==> src/psl_port_split_regs.vh <==
// register map, field layout and timing constants for the port split block
//----------------------------------------------------------------------
// What this block does
//----------------------------------------------------------------------
`ifndef PSL_PORT_SPLIT_REGS_VH
`define PSL_PORT_SPLIT_REGS_VH

//----------------------------------------------------------------------
// register offsets
//----------------------------------------------------------------------
`define PSL_ADDR_SPLIT_ENABLE 16'h3C48
`define PSL_ADDR_P4_PIN_SEL 16'h416E
`define PSL_ADDR_P5_PIN_SEL 16'h416F
`define PSL_ADDR_LINK_TIMEOUT 16'h4171
`define PSL_ADDR_TOGGLE_TIME 16'h4176

//----------------------------------------------------------------------
// reset values and fields
//----------------------------------------------------------------------
`define PSL_RST_SPLIT_ENABLE 8'h00
`define PSL_RST_SPLIT_EN_BITS 7'h00
`define PSL_RST_P4_PIN_SEL 8'h42
`define PSL_RST_P5_PIN_SEL 8'h06
`define PSL_RST_LINK_TIMEOUT 3'h5
`define PSL_RST_TOGGLE_TIME 8'h05
`define PSL_BIT_EN_P4 5
`define PSL_BIT_EN_P5 6
`define PSL_SEL_P4_PIN66 8'h42
`define PSL_SEL_P4_PIN5 8'h05
`define PSL_SEL_P5_PIN6 8'h06
`define PSL_SEL_P5_PIN4 8'h04

//----------------------------------------------------------------------
// link states judged as stuck
//----------------------------------------------------------------------
`define PSL_LINK_STUCK_LO 4'h4
`define PSL_LINK_STUCK_HI 4'h9

//----------------------------------------------------------------------
// timing, in milliseconds, and the clock rate
//----------------------------------------------------------------------
`define PSL_CLK_KHZ 250000
`define PSL_TMO_MS_1 12'd100
`define PSL_TMO_MS_2 12'd250
`define PSL_TMO_MS_3 12'd500
`define PSL_TMO_MS_4 12'd750
`define PSL_TMO_MS_5 12'd1000
`define PSL_TMO_MS_6 12'd2000
`define PSL_TOGGLE_BASE_MS 12'd350
`define PSL_TOGGLE_STEP_MS 12'd10

`endif

==> src/psl_port_split.v <==
// port split control with link stall watchdog for downstream ports 4 and 5
`timescale 1ns/100ps
`include "psl_port_split_regs.vh"

module psl_port_split #(
    parameter CYC_PER_MS = `PSL_CLK_KHZ
) (
    input wire i_clk_sys,
    input wire i_nrst,
    input wire [15:0] i_reg_addr,
    input wire [7:0] i_reg_wdata,
    input wire i_reg_wr,
    input wire i_reg_rd,
    output reg [7:0] o_reg_rdata,
    input wire i_otp_load,
    input wire [2:0] i_otp_link_timeout,
    input wire [3:0] i_link_state_status_p4,
    input wire [3:0] i_link_state_status_p5,
    input wire i_legacy_port_power_p4,
    input wire i_legacy_port_power_p5,
    output reg o_legacy_port_power_pin_p4,
    output reg o_legacy_port_power_pin_p5,
    output reg o_gpio66,
    output reg o_gpio66_oe,
    output reg o_gpio5,
    output reg o_gpio5_oe,
    output reg o_gpio6,
    output reg o_gpio6_oe,
    output reg o_gpio4,
    output reg o_gpio4_oe
);

//----------------------------------------------------------------------
// constants
//----------------------------------------------------------------------
localparam integer PRE_MAX_I = CYC_PER_MS - 1;
localparam [19:0] PRE_MAX = PRE_MAX_I[19:0];
localparam [1:0] ST_MON = 2'b01;
localparam [1:0] ST_LOW = 2'b10;

//----------------------------------------------------------------------
// functions
//----------------------------------------------------------------------
// timeout code to milliseconds, zero means no timeout
function [11:0] tmo_ms;
    input [2:0] code;
    begin
        case (code)
            3'h1: tmo_ms = `PSL_TMO_MS_1;
            3'h2: tmo_ms = `PSL_TMO_MS_2;
            3'h3: tmo_ms = `PSL_TMO_MS_3;
            3'h4: tmo_ms = `PSL_TMO_MS_4;
            3'h5: tmo_ms = `PSL_TMO_MS_5;
            3'h6: tmo_ms = `PSL_TMO_MS_6;
            default: tmo_ms = 12'd0;
        endcase
    end
endfunction

function is_stuck_state;
    input [3:0] st;
    begin
        is_stuck_state = (st >= `PSL_LINK_STUCK_LO) &&
            (st <= `PSL_LINK_STUCK_HI);
    end
endfunction

// register address to one-hot hit vector; unmapped gives zero
function [4:0] addr_hit;
    input [15:0] a;
    begin
        if (a == `PSL_ADDR_SPLIT_ENABLE) begin
            addr_hit = 5'h01;
        end else if (a == `PSL_ADDR_P4_PIN_SEL) begin
            addr_hit = 5'h02;
        end else if (a == `PSL_ADDR_P5_PIN_SEL) begin
            addr_hit = 5'h04;
        end else if (a == `PSL_ADDR_LINK_TIMEOUT) begin
            addr_hit = 5'h08;
        end else if (a == `PSL_ADDR_TOGGLE_TIME) begin
            addr_hit = 5'h10;
        end else begin
            addr_hit = 5'h00;
        end
    end
endfunction

// a pin is driven only for its exact select code
function pin_hit;
    input en;
    input [7:0] sel;
    input [7:0] code;
    begin
        pin_hit = en && (sel == code);
    end
endfunction

//----------------------------------------------------------------------
// registers
//----------------------------------------------------------------------
reg [7:1] split_enable;
reg [7:0] port4_split_pin_select;
reg [7:0] port5_split_pin_select;
reg [2:0] split_link_timeout;
reg [7:0] split_toggle_time;
reg [7:1] next_split_enable;
reg [7:0] next_p4_pin_select;
reg [7:0] next_p5_pin_select;
reg [2:0] next_link_timeout;
reg [7:0] next_toggle_time;
wire [4:0] reg_hit = addr_hit(i_reg_addr);

// a write and an otp load in one cycle: the otp value wins
always @* begin
    next_split_enable = split_enable;
    next_p4_pin_select = port4_split_pin_select;
    next_p5_pin_select = port5_split_pin_select;
    next_link_timeout = split_link_timeout;
    next_toggle_time = split_toggle_time;
    if (i_reg_wr) begin
        if (reg_hit[0]) begin
            next_split_enable = i_reg_wdata[7:1];
        end else if (reg_hit[1]) begin
            next_p4_pin_select = i_reg_wdata;
        end else if (reg_hit[2]) begin
            next_p5_pin_select = i_reg_wdata;
        end else if (reg_hit[3]) begin
            next_link_timeout = i_reg_wdata[2:0];
        end else if (reg_hit[4]) begin
            next_toggle_time = i_reg_wdata;
        end
    end
    if (i_otp_load) begin
        next_link_timeout = i_otp_link_timeout;
    end
end

always @(posedge i_clk_sys) begin
    if (!i_nrst) begin
        split_enable <= `PSL_RST_SPLIT_EN_BITS;
        port4_split_pin_select <= `PSL_RST_P4_PIN_SEL;
        port5_split_pin_select <= `PSL_RST_P5_PIN_SEL;
        split_link_timeout <= `PSL_RST_LINK_TIMEOUT;
        split_toggle_time <= `PSL_RST_TOGGLE_TIME;
    end else begin
        split_enable <= next_split_enable;
        port4_split_pin_select <= next_p4_pin_select;
        port5_split_pin_select <= next_p5_pin_select;
        split_link_timeout <= next_link_timeout;
        split_toggle_time <= next_toggle_time;
    end
end

//----------------------------------------------------------------------
// register reads
//----------------------------------------------------------------------
reg [7:0] next_rdata;

// read data holds between reads; unmapped addresses read as zero
always @* begin
    next_rdata = o_reg_rdata;
    if (i_reg_rd) begin
        if (reg_hit[0]) begin
            next_rdata = {split_enable, 1'b0};
        end else if (reg_hit[1]) begin
            next_rdata = port4_split_pin_select;
        end else if (reg_hit[2]) begin
            next_rdata = port5_split_pin_select;
        end else if (reg_hit[3]) begin
            next_rdata = {5'h00, split_link_timeout};
        end else if (reg_hit[4]) begin
            next_rdata = split_toggle_time;
        end else begin
            next_rdata = 8'h00;
        end
    end
end

always @(posedge i_clk_sys) begin
    if (!i_nrst) begin
        o_reg_rdata <= 8'h00;
    end else begin
        o_reg_rdata <= next_rdata;
    end
end

//----------------------------------------------------------------------
// millisecond tick shared by both ports
//----------------------------------------------------------------------
reg [19:0] pre_cnt;
wire ms_tick = (pre_cnt == PRE_MAX);

always @(posedge i_clk_sys) begin
    if (!i_nrst) begin
        pre_cnt <= 20'h00000;
    end else if (ms_tick) begin
        pre_cnt <= 20'h00000;
    end else begin
        pre_cnt <= pre_cnt + 20'h00001;
    end
end

//----------------------------------------------------------------------
// per-port link watchdog; index 0 is port 4, index 1 is port 5
//----------------------------------------------------------------------
wire [1:0] port_en = {split_enable[`PSL_BIT_EN_P5],
    split_enable[`PSL_BIT_EN_P4]};
wire [11:0] tmo_lim = tmo_ms(split_link_timeout);
wire [11:0] low_lim = `PSL_TOGGLE_BASE_MS +
    `PSL_TOGGLE_STEP_MS * {4'h0, split_toggle_time};
wire [3:0] link_now [0:1];
assign link_now[0] = i_link_state_status_p4;
assign link_now[1] = i_link_state_status_p5;

reg [1:0] state [0:1];
reg [11:0] ms_cnt [0:1];
reg [3:0] link_last [0:1];
reg [1:0] pwr_on;
integer p;

//----------------------------------------------------------------------
// link qualifiers
//----------------------------------------------------------------------
// per-port conditions, worked out once so the state machine stays short
reg [1:0] stuck_hold;
reg [1:0] tmo_done;
reg [1:0] low_done;
integer q;

always @* begin
    stuck_hold = 2'b00;
    tmo_done = 2'b00;
    low_done = 2'b00;
    for (q = 0; q < 2; q = q + 1) begin
        stuck_hold[q] = (tmo_lim != 12'd0) &&
            is_stuck_state(link_now[q]) &&
            (link_now[q] == link_last[q]);
        tmo_done[q] = ms_tick && (ms_cnt[q] == tmo_lim - 12'd1);
        low_done[q] = ms_tick && (ms_cnt[q] == low_lim - 12'd1);
    end
end

always @(posedge i_clk_sys) begin
    if (!i_nrst) begin
        for (p = 0; p < 2; p = p + 1) begin
            state[p] <= ST_MON;
            ms_cnt[p] <= 12'd0;
            link_last[p] <= 4'h0;
        end
        pwr_on <= 2'b00;
    end else begin
        for (p = 0; p < 2; p = p + 1) begin
            link_last[p] <= link_now[p];
            if (!port_en[p]) begin
                state[p] <= ST_MON;
                ms_cnt[p] <= 12'd0;
                pwr_on[p] <= 1'b0;
            end else begin
                case (state[p])
                    ST_MON: begin
                        pwr_on[p] <= 1'b1;
                        if (!stuck_hold[p]) begin
                            ms_cnt[p] <= 12'd0;
                        end else if (tmo_done[p]) begin
                            state[p] <= ST_LOW;
                            pwr_on[p] <= 1'b0;
                            ms_cnt[p] <= 12'd0;
                        end else if (ms_tick) begin
                            ms_cnt[p] <= ms_cnt[p] + 12'd1;
                        end
                    end
                    ST_LOW: begin
                        pwr_on[p] <= 1'b0;
                        if (low_done[p]) begin
                            state[p] <= ST_MON;
                            pwr_on[p] <= 1'b1;
                            ms_cnt[p] <= 12'd0;
                        end else if (ms_tick) begin
                            ms_cnt[p] <= ms_cnt[p] + 12'd1;
                        end
                    end
                    default: begin
                        state[p] <= ST_MON;
                        ms_cnt[p] <= 12'd0;
                    end
                endcase
            end
        end
    end
end

//----------------------------------------------------------------------
// pin routing; split pins are output only, nothing is sensed
//----------------------------------------------------------------------
wire sel66 = pin_hit(port_en[0], port4_split_pin_select,
    `PSL_SEL_P4_PIN66);
wire sel5 = pin_hit(port_en[0], port4_split_pin_select, `PSL_SEL_P4_PIN5);
wire sel6 = pin_hit(port_en[1], port5_split_pin_select, `PSL_SEL_P5_PIN6);
wire sel4 = pin_hit(port_en[1], port5_split_pin_select, `PSL_SEL_P5_PIN4);

//----------------------------------------------------------------------
// split pin levels
//----------------------------------------------------------------------
reg next_gpio66;
reg next_gpio5;
reg next_gpio6;
reg next_gpio4;

// powered while monitoring, low during a reset pulse
always @* begin
    next_gpio66 = sel66 & pwr_on[0];
    next_gpio5 = sel5 & pwr_on[0];
    next_gpio6 = sel6 & pwr_on[1];
    next_gpio4 = sel4 & pwr_on[1];
end

always @(posedge i_clk_sys) begin
    if (!i_nrst) begin
        o_legacy_port_power_pin_p4 <= 1'b0;
        o_legacy_port_power_pin_p5 <= 1'b0;
        o_gpio66 <= 1'b0;
        o_gpio66_oe <= 1'b0;
        o_gpio5 <= 1'b0;
        o_gpio5_oe <= 1'b0;
        o_gpio6 <= 1'b0;
        o_gpio6_oe <= 1'b0;
        o_gpio4 <= 1'b0;
        o_gpio4_oe <= 1'b0;
    end else begin
        o_legacy_port_power_pin_p4 <= i_legacy_port_power_p4;
        o_legacy_port_power_pin_p5 <= i_legacy_port_power_p5;
        o_gpio66 <= next_gpio66;
        o_gpio66_oe <= sel66;
        o_gpio5 <= next_gpio5;
        o_gpio5_oe <= sel5;
        o_gpio6 <= next_gpio6;
        o_gpio6_oe <= sel6;
        o_gpio4 <= next_gpio4;
        o_gpio4_oe <= sel4;
    end
end

endmodule // psl_port_split

==> config.mk <==
export PLATFORM = sky130hd
export DESIGN_NAME = psl_port_split
export DESIGN_NICKNAME = d
export VERILOG_FILES = /design/src/psl_port_split.v
export VERILOG_INCLUDE_DIRS = /design/src /design/src/src
export SDC_FILE = /design/constraint.sdc
export NUM_CORES = 1
export LEC_CHECK = 0
export BUFFER_PORTS_ARGS = -buffer_cell sky130_fd_sc_hd__buf_2
export CORE_UTILIZATION = 45
export CTS_BUF_LIST = sky130_fd_sc_hd__clkbuf_8 sky130_fd_sc_hd__clkbuf_16
export CTS_CLUSTER_SIZE = 30
export DETAILED_ROUTE_END_ITERATION = 12
export HOLD_SLACK_MARGIN = 0.15
export PLACE_DENSITY = 0.76
export SYNTH_ARGS = -nofsm -noshare
export SYNTH_HDL_FRONTEND = slang
export SYNTH_SLANG_ARGS = --single-unit
==> constraint.sdc <==
create_clock -name i_clk_sys -period 3.85 [get_ports i_clk_sys]
set_clock_uncertainty 0.2 [all_clocks]
set_input_delay 0.1925 -clock i_clk_sys [delete_from_list [all_inputs] [get_ports i_clk_sys]]
set_output_delay 0.1925 -clock i_clk_sys [all_outputs]
set_load 0.03 [all_outputs]
Word-level counts from Yosys, hierarchy flattened
Memory sizes are Yosys's and may differ from the RTL's.
Cells that the tools add are included.
Word-level totals
  flip-flop bits (word level): 74
  memory bits (writable): 36
  output and inout bits: 18
  logic and storage cells: 242
  memories kept: 3
Cells by class
  add/sub/neg operators: 6
  $mul: 1
  magnitude comparators: 4
  equality and inequality tests: 29
  multiplexer cells: 118
  bitwise operators: 33
  reduce and logical (&&, ||, !) cells: 29
Memories
  ms_cnt: depth 2, width 12, rd ports 2, clocked after Yosys merged registers in 0, wr ports 2, RTL line psl_port_split.v:216  | reg [11:0] ms_cnt [0:1];
  link_last: depth 2, width 4, rd ports 2, clocked after Yosys merged registers in 0, wr ports 2, RTL line psl_port_split.v:217  | reg [3:0] link_last [0:1];
  state: depth 2, width 2, rd ports 2, clocked after Yosys merged registers in 0, wr ports 2, RTL line psl_port_split.v:215  | reg [1:0] state [0:1];
Operators with widths (count)
  12-bit two-way mux: 14
  1-bit two-way mux: 75
  11-bit case mux with 6 select lines: 1
  16-bit by 15-bit == test with 1-bit output (second input constant): 4
  12-bit == test: 4
  8-bit two-way mux: 5
  5-bit two-way mux: 5
  12-bit by 1-bit adder with 12-bit output (second input constant): 2
  8-bit by 3-bit == test with 1-bit output (second input constant): 3
  1-bit OR: 24
  12-bit by 1-bit subtractor with 12-bit output (second input constant): 2
  20-bit by 1-bit adder with 20-bit output (second input constant): 1
  20-bit by 18-bit == test with 1-bit output (second input constant): 1
  3-bit two-way mux: 6
  16-bit by 14-bit == test with 1-bit output (second input constant): 1
  2-bit two-way mux: 8
  1-bit logical AND: 14
  9-bit by 12-bit adder with 12-bit output (first input constant): 1
  12-bit nonzero test: 1
  3-bit by 8-bit multiplier with 11-bit output (first input constant): 1
  3-bit == test (second input constant): 3
  4-bit == test: 2
  8-bit by 7-bit == test with 1-bit output (second input constant): 1
  4-bit by 3-bit greater-or-equal comparator with 1-bit output (second input constant): 2
  17 further kinds: 39

Logic depth before layout (Yosys ltp)
  depth after elaboration: 16
  depth in mapped cells: 16
  mapped depth without buffers: 12

Worst setup path before layout
Ideal clock, no wire load.
  path type: reg2reg
  start: register split_link_timeout[2]
  end: memory ms_cnt[1][2] (data pin)
  library setup time: 274 ps
  data arrival time: 3753 ps
  data required time: 3376 ps
  path slack: -377 ps
  cell stages (with the launch flop): 17
  path buffers: 6
  period minus slack after synthesis: 4227 ps
  path through: dfxtp_1 > clkbuf_1 > clkbuf_1 > buf_1 > mux2i_1 > ha_1 > clkbuf_1 > buf_2 > xor2_1 > a22oi_1 > o21ai_0 > a21oi_1 > o21ai_0 > nand4_1 > a21oi_1 > dlygate4sd1_1 > nor3_1
RTL lines
  from (decl): RTL line psl_port_split.v:104  | reg [2:0] split_link_timeout;
  from (signal assigned): RTL line psl_port_split.v:143  | split_link_timeout <= `PSL_RST_LINK_TIMEOUT;
  from (signal assigned): RTL line psl_port_split.v:149  | split_link_timeout <= next_link_timeout;
  to (decl): RTL line psl_port_split.v:216

==> key figures <==
Critical path
  – Critical path startpoint: split_toggle_time[3]
  – Worst EP required: 3760 ps
  – Category of the most critical setup path: flop to flop
  – Reg-to-Reg End: ms_cnt[1][11]
  – Worst setup path endpoint: ms_cnt[1][11]
  – Worst setup EP type: flop
  – Slack of the worst reg-to-reg path: 100 ps
  – Data arrival, critical path: 3660 ps
  – Worst-path fanout max: 6
  – Critical register-to-register path startpoint: split_toggle_time[3]
  – Kind of start point of the critical path: flop
  – Cell count of the worst reg-to-reg path: 14

Timing
  – Shortest period the worst path allows: 3750 ps
  – Post-layout worst setup margin: roughly 100 ps
  – Final Cycle Share: 0.9740
  – Worst Tran Pin Value: between 800 and 900 ps
  – Highest achievable clock rate: 266.7 MHz
  – Final Hold Viols: 0
  – Number of pins with negative max-slew slack in the final report: 0
  – Relative slew slack: 0.4391
  – Setup repair after global routing missed its margin: false
  – Setup TNS after final layout: 0 ps
  – Worst Hold Slack: 202.8 ps
  – Final setup violation count: 0

Global route
  – Global-route wire length before repair: 29680 microns
  – Via count of the first global-routing pass: 6084
  – GRT Resource Usage Total: 0.2319
  – Total congestion overflow after global routing: 0
  – Pin count of the biggest net entering global routing: 47
  – Initial antenna violation count: 0

Clocking
  – Clock slew seen by the registers of the worst setup and hold paths: roughly 80 ps
  – Sinks on Clock Net: 110
  – Number of buffers created by CTS: 9
  – Max Buffers Root-to-Sink: 2
  – Clock insertion delay at the later pin of the skew report: between 300 and 400 ps
  – CTS Root Cell: sky130_fd_sc_hd__clkbuf_16
  – TritonCTS clock tree: yes
  – Depth of the CTS H-tree: 3

Floorplan
  – I/O pin count: 60
  – Floorplan die area: 0.01612 sq mm
  – Horizontal die dimension: roughly 130 microns
  – Row cnt: 45
  – Total core area: 0.01520 sq mm
  – Die height: around 130 microns
  – Initial cell density of the core: 0.4622

Yosys
  – Synthesized area divided by synthesized cell count: 8.415 sq um
  – Synthesized flop and latch total: 110
  – Netlist cell types: 82
  – Portion of synthesized cell area occupied by the leading cell type: 0.2336
  – Yosys warning count: 0
  – Post-synthesis instance total: 835
  – Synth top area cells: sky130_fd_sc_hd__dfxtp_1 (23%), sky130_fd_sc_hd__edfxtp_1 (12%), sky130_fd_sc_hd__nand2_1 (6.3%)
  – Number of enable-type register cells in the synthesized netlist: 28
  – Portion of the post-synthesis area used by sequential elements: 0.3533
  – Biggest area consumer among synthesized cells: sky130_fd_sc_hd__dfxtp_1
  – Ys async rst share: 0
  – Post-Synthesis Net Count: 900
  – Area of the mapped netlist: 0.007027 sq mm
  – Most used DFF post-synth: sky130_fd_sc_hd__dfxtp_1

Detailed routing
  – Total wire length after detailed routing: 18210 microns
  – Routed len/inst: 16.10 microns
  – Total iterations of the first detailed-routing run: 5
  – Vias after detailed routing: ~6500
  – Number of DRC markers in iteration 0: 496
  – Post-detailed-route DRC marker count: 0
  – Routed vias/inst: just under 6
  – Post-DRT Antenna Nets: 0

Placement
  – Pre-CTS setup slack: -79.49 ps
  – Placed wire-length estimate after detailed placement: about 14000 microns
  – GPL Wtd Cong: 0.8908
  – Port Buf Inserts: 59
  – Post-Place Cell Area: 0.007659 sq mm
  – DP Cell Count: 1076

Final layout
  – Filler Cells Inserted: ~1300
  – Ratio of cells with drive above 1 in the final layout: 0.1760
  – Util after Layout: 0.5534
  – Number of antenna cells inserted: 0
  – Final standard cell count with taps included and fillers excluded: 1131
  – Cell area after layout: 0.008413 sq mm
  – Area added between synthesis and finish: 19.73%
  – Number of nets at the end of the flow: 1003

Hold path
  – Min-delay worst type: input port to flop
  – Worst hold path startpoint: i_nrst

Run
  – Count of maximum capacitance violations: 0

Power and ir drop
  – Leakage dissipation: roughly 3.3 nW
  – Highest ir drop seen on vdd: 258.4 uV
  – Total power consumption of the routed design: between 2 and 2.5 mW
  – Power density over the cells: 280.8 mW/mm^2

Outcome
  – Status: finished, final reports clean
-- where the power goes --
part / internal [mW] / switching (mW) / total [mW]
logic: 0.109 / 0.131 / 0.240
clock network: 0.454 / 0.469 / 0.922
registers: 1.19 / 0.00924 / 1.20
-- worst min path at each step --
stage	end	cells past startpoint	slack (ps)
6_report	split_link_timeout[0]	3	200
3_3_place_gp	o_legacy_port_power_pin_p5	2	200
4_1_cts	split_enable[7]	6	200
2_1_floorplan	split_toggle_time[0]	2	120
5_1_grt	o_reg_rdata[7]	4	220
3_5_place_dp	o_legacy_port_power_pin_p5	2	200
-- cells in the final DEF, fill, tap and decap left out, drive strengths merged, types with 26 or more instances in the layout --
cell,count
dlygate4sd3,36
nand2,118
xnor2,39
a21boi,26
o21ai,30
dfxtp,82
nor2,43
inv,35
buf,104
edfxtp,28
nand3,46
nor3,30
a21oi,51
xor2,36
-- layer usage --
layer | track usage | share of wire | up-vias
li1 | - | - | 3197
met1 | 0.2855 | 0.43 | 3014
met2 | 0.3843 | 0.47 | 252
met3 | 0.04808 | 0.060 | 56
met4 | 0.1176 | 0.044 | 0
met5 | 0 | 0 | -
-- synthesized netlist by cell type (all sizes together), types with 3 or more instances --
library cell and number:
xnor2 39, o21ai 30, a211oi 4, o22ai 8, edfxtp 28, nor3b 5
o32ai 3, mux2i 7, inv 31, and3 25, o211ai 9, nor4bb 5
nor4b 6, clkbuf 33, nor2 43, buf 13, nand4 10, nor4 10
dfxtp 82, nand2 118, nand2b 4, xor2 36, a21oi 51, ha 22
a221oi 8, and2 22, a22oi 11, or2 6, nor2b 7, a211o 4
a21boi 26, nand3 46, nor3 30, a31oi 3, or3 10
-- kinds of logic (layout without fill, tap and decap cells) --
family / Yosys count / in the layout / share of synthesized area
xor gates and xnor gates: 77 / 77 / 0.09989
AOI/OAI and AO/OA: 181 / 181 / 0.1736
adders and majority gates: 23 / 23 / 0.04202
and+or+nand+nor: 356 / 356 / 0.2678
buffers and inverters: 79 / 187 / 0.05021
DFF: 110 / 110 / 0.3533
muxes: 9 / 9 / 0.01318
-- worst max-delay path, stage by stage, from the launching register on --
cell                       delay (ps)
sky130_fd_sc_hd__dfxtp_4          370
sky130_fd_sc_hd__ha_4             270
sky130_fd_sc_hd__ha_4             120
sky130_fd_sc_hd__inv_1             40
sky130_fd_sc_hd__fa_2             400
sky130_fd_sc_hd__nor2b_4          140
sky130_fd_sc_hd__buf_4            110
sky130_fd_sc_hd__o2111a_1         180
sky130_fd_sc_hd__a211oi_2          50
sky130_fd_sc_hd__and3_4           180
sky130_fd_sc_hd__or4_4            520
sky130_fd_sc_hd__a2111o_1         470
sky130_fd_sc_hd__o21ai_4          220
sky130_fd_sc_hd__buf_6            160
sky130_fd_sc_hd__nor3_1            60
-- repair_timing --
action / in CTS / in global routing
hold buffers: 36 / 0
setup endpoints to repair: 15 / 33
resized for setup: 1 / 19
hold endpoints to repair: 52 / 0
pin swaps: 1 / 14
setup buffers: 0 / 3
-- layout make-up --
cell class,count,area [sq um],area share
Clock inverter,7,65.06,0.007733
Sequential cell,110,2489,0.2958
Multi-Input combinational cell,646,4282,0.5089
Timing Repair Buffer,140,1001,0.1190
Inverter,31,116.4,0.01383
Clock buffer,9,225.2,0.02677
Tap cell,188,235.2,0.02796
-- registers in the layout (all words and copies together) (netlist names), 2 cells and up --
signal / cells
split_enable: 7
split_toggle_time: 8
state: 4
split_link_timeout: 3
ms_cnt: 24
pre_cnt: 20
link_last: 8
pwr_on: 2
o_reg_rdata: 8
port5_split_pin_select: 8
port4_split_pin_select: 8
(Power assumes the default switching activity.)
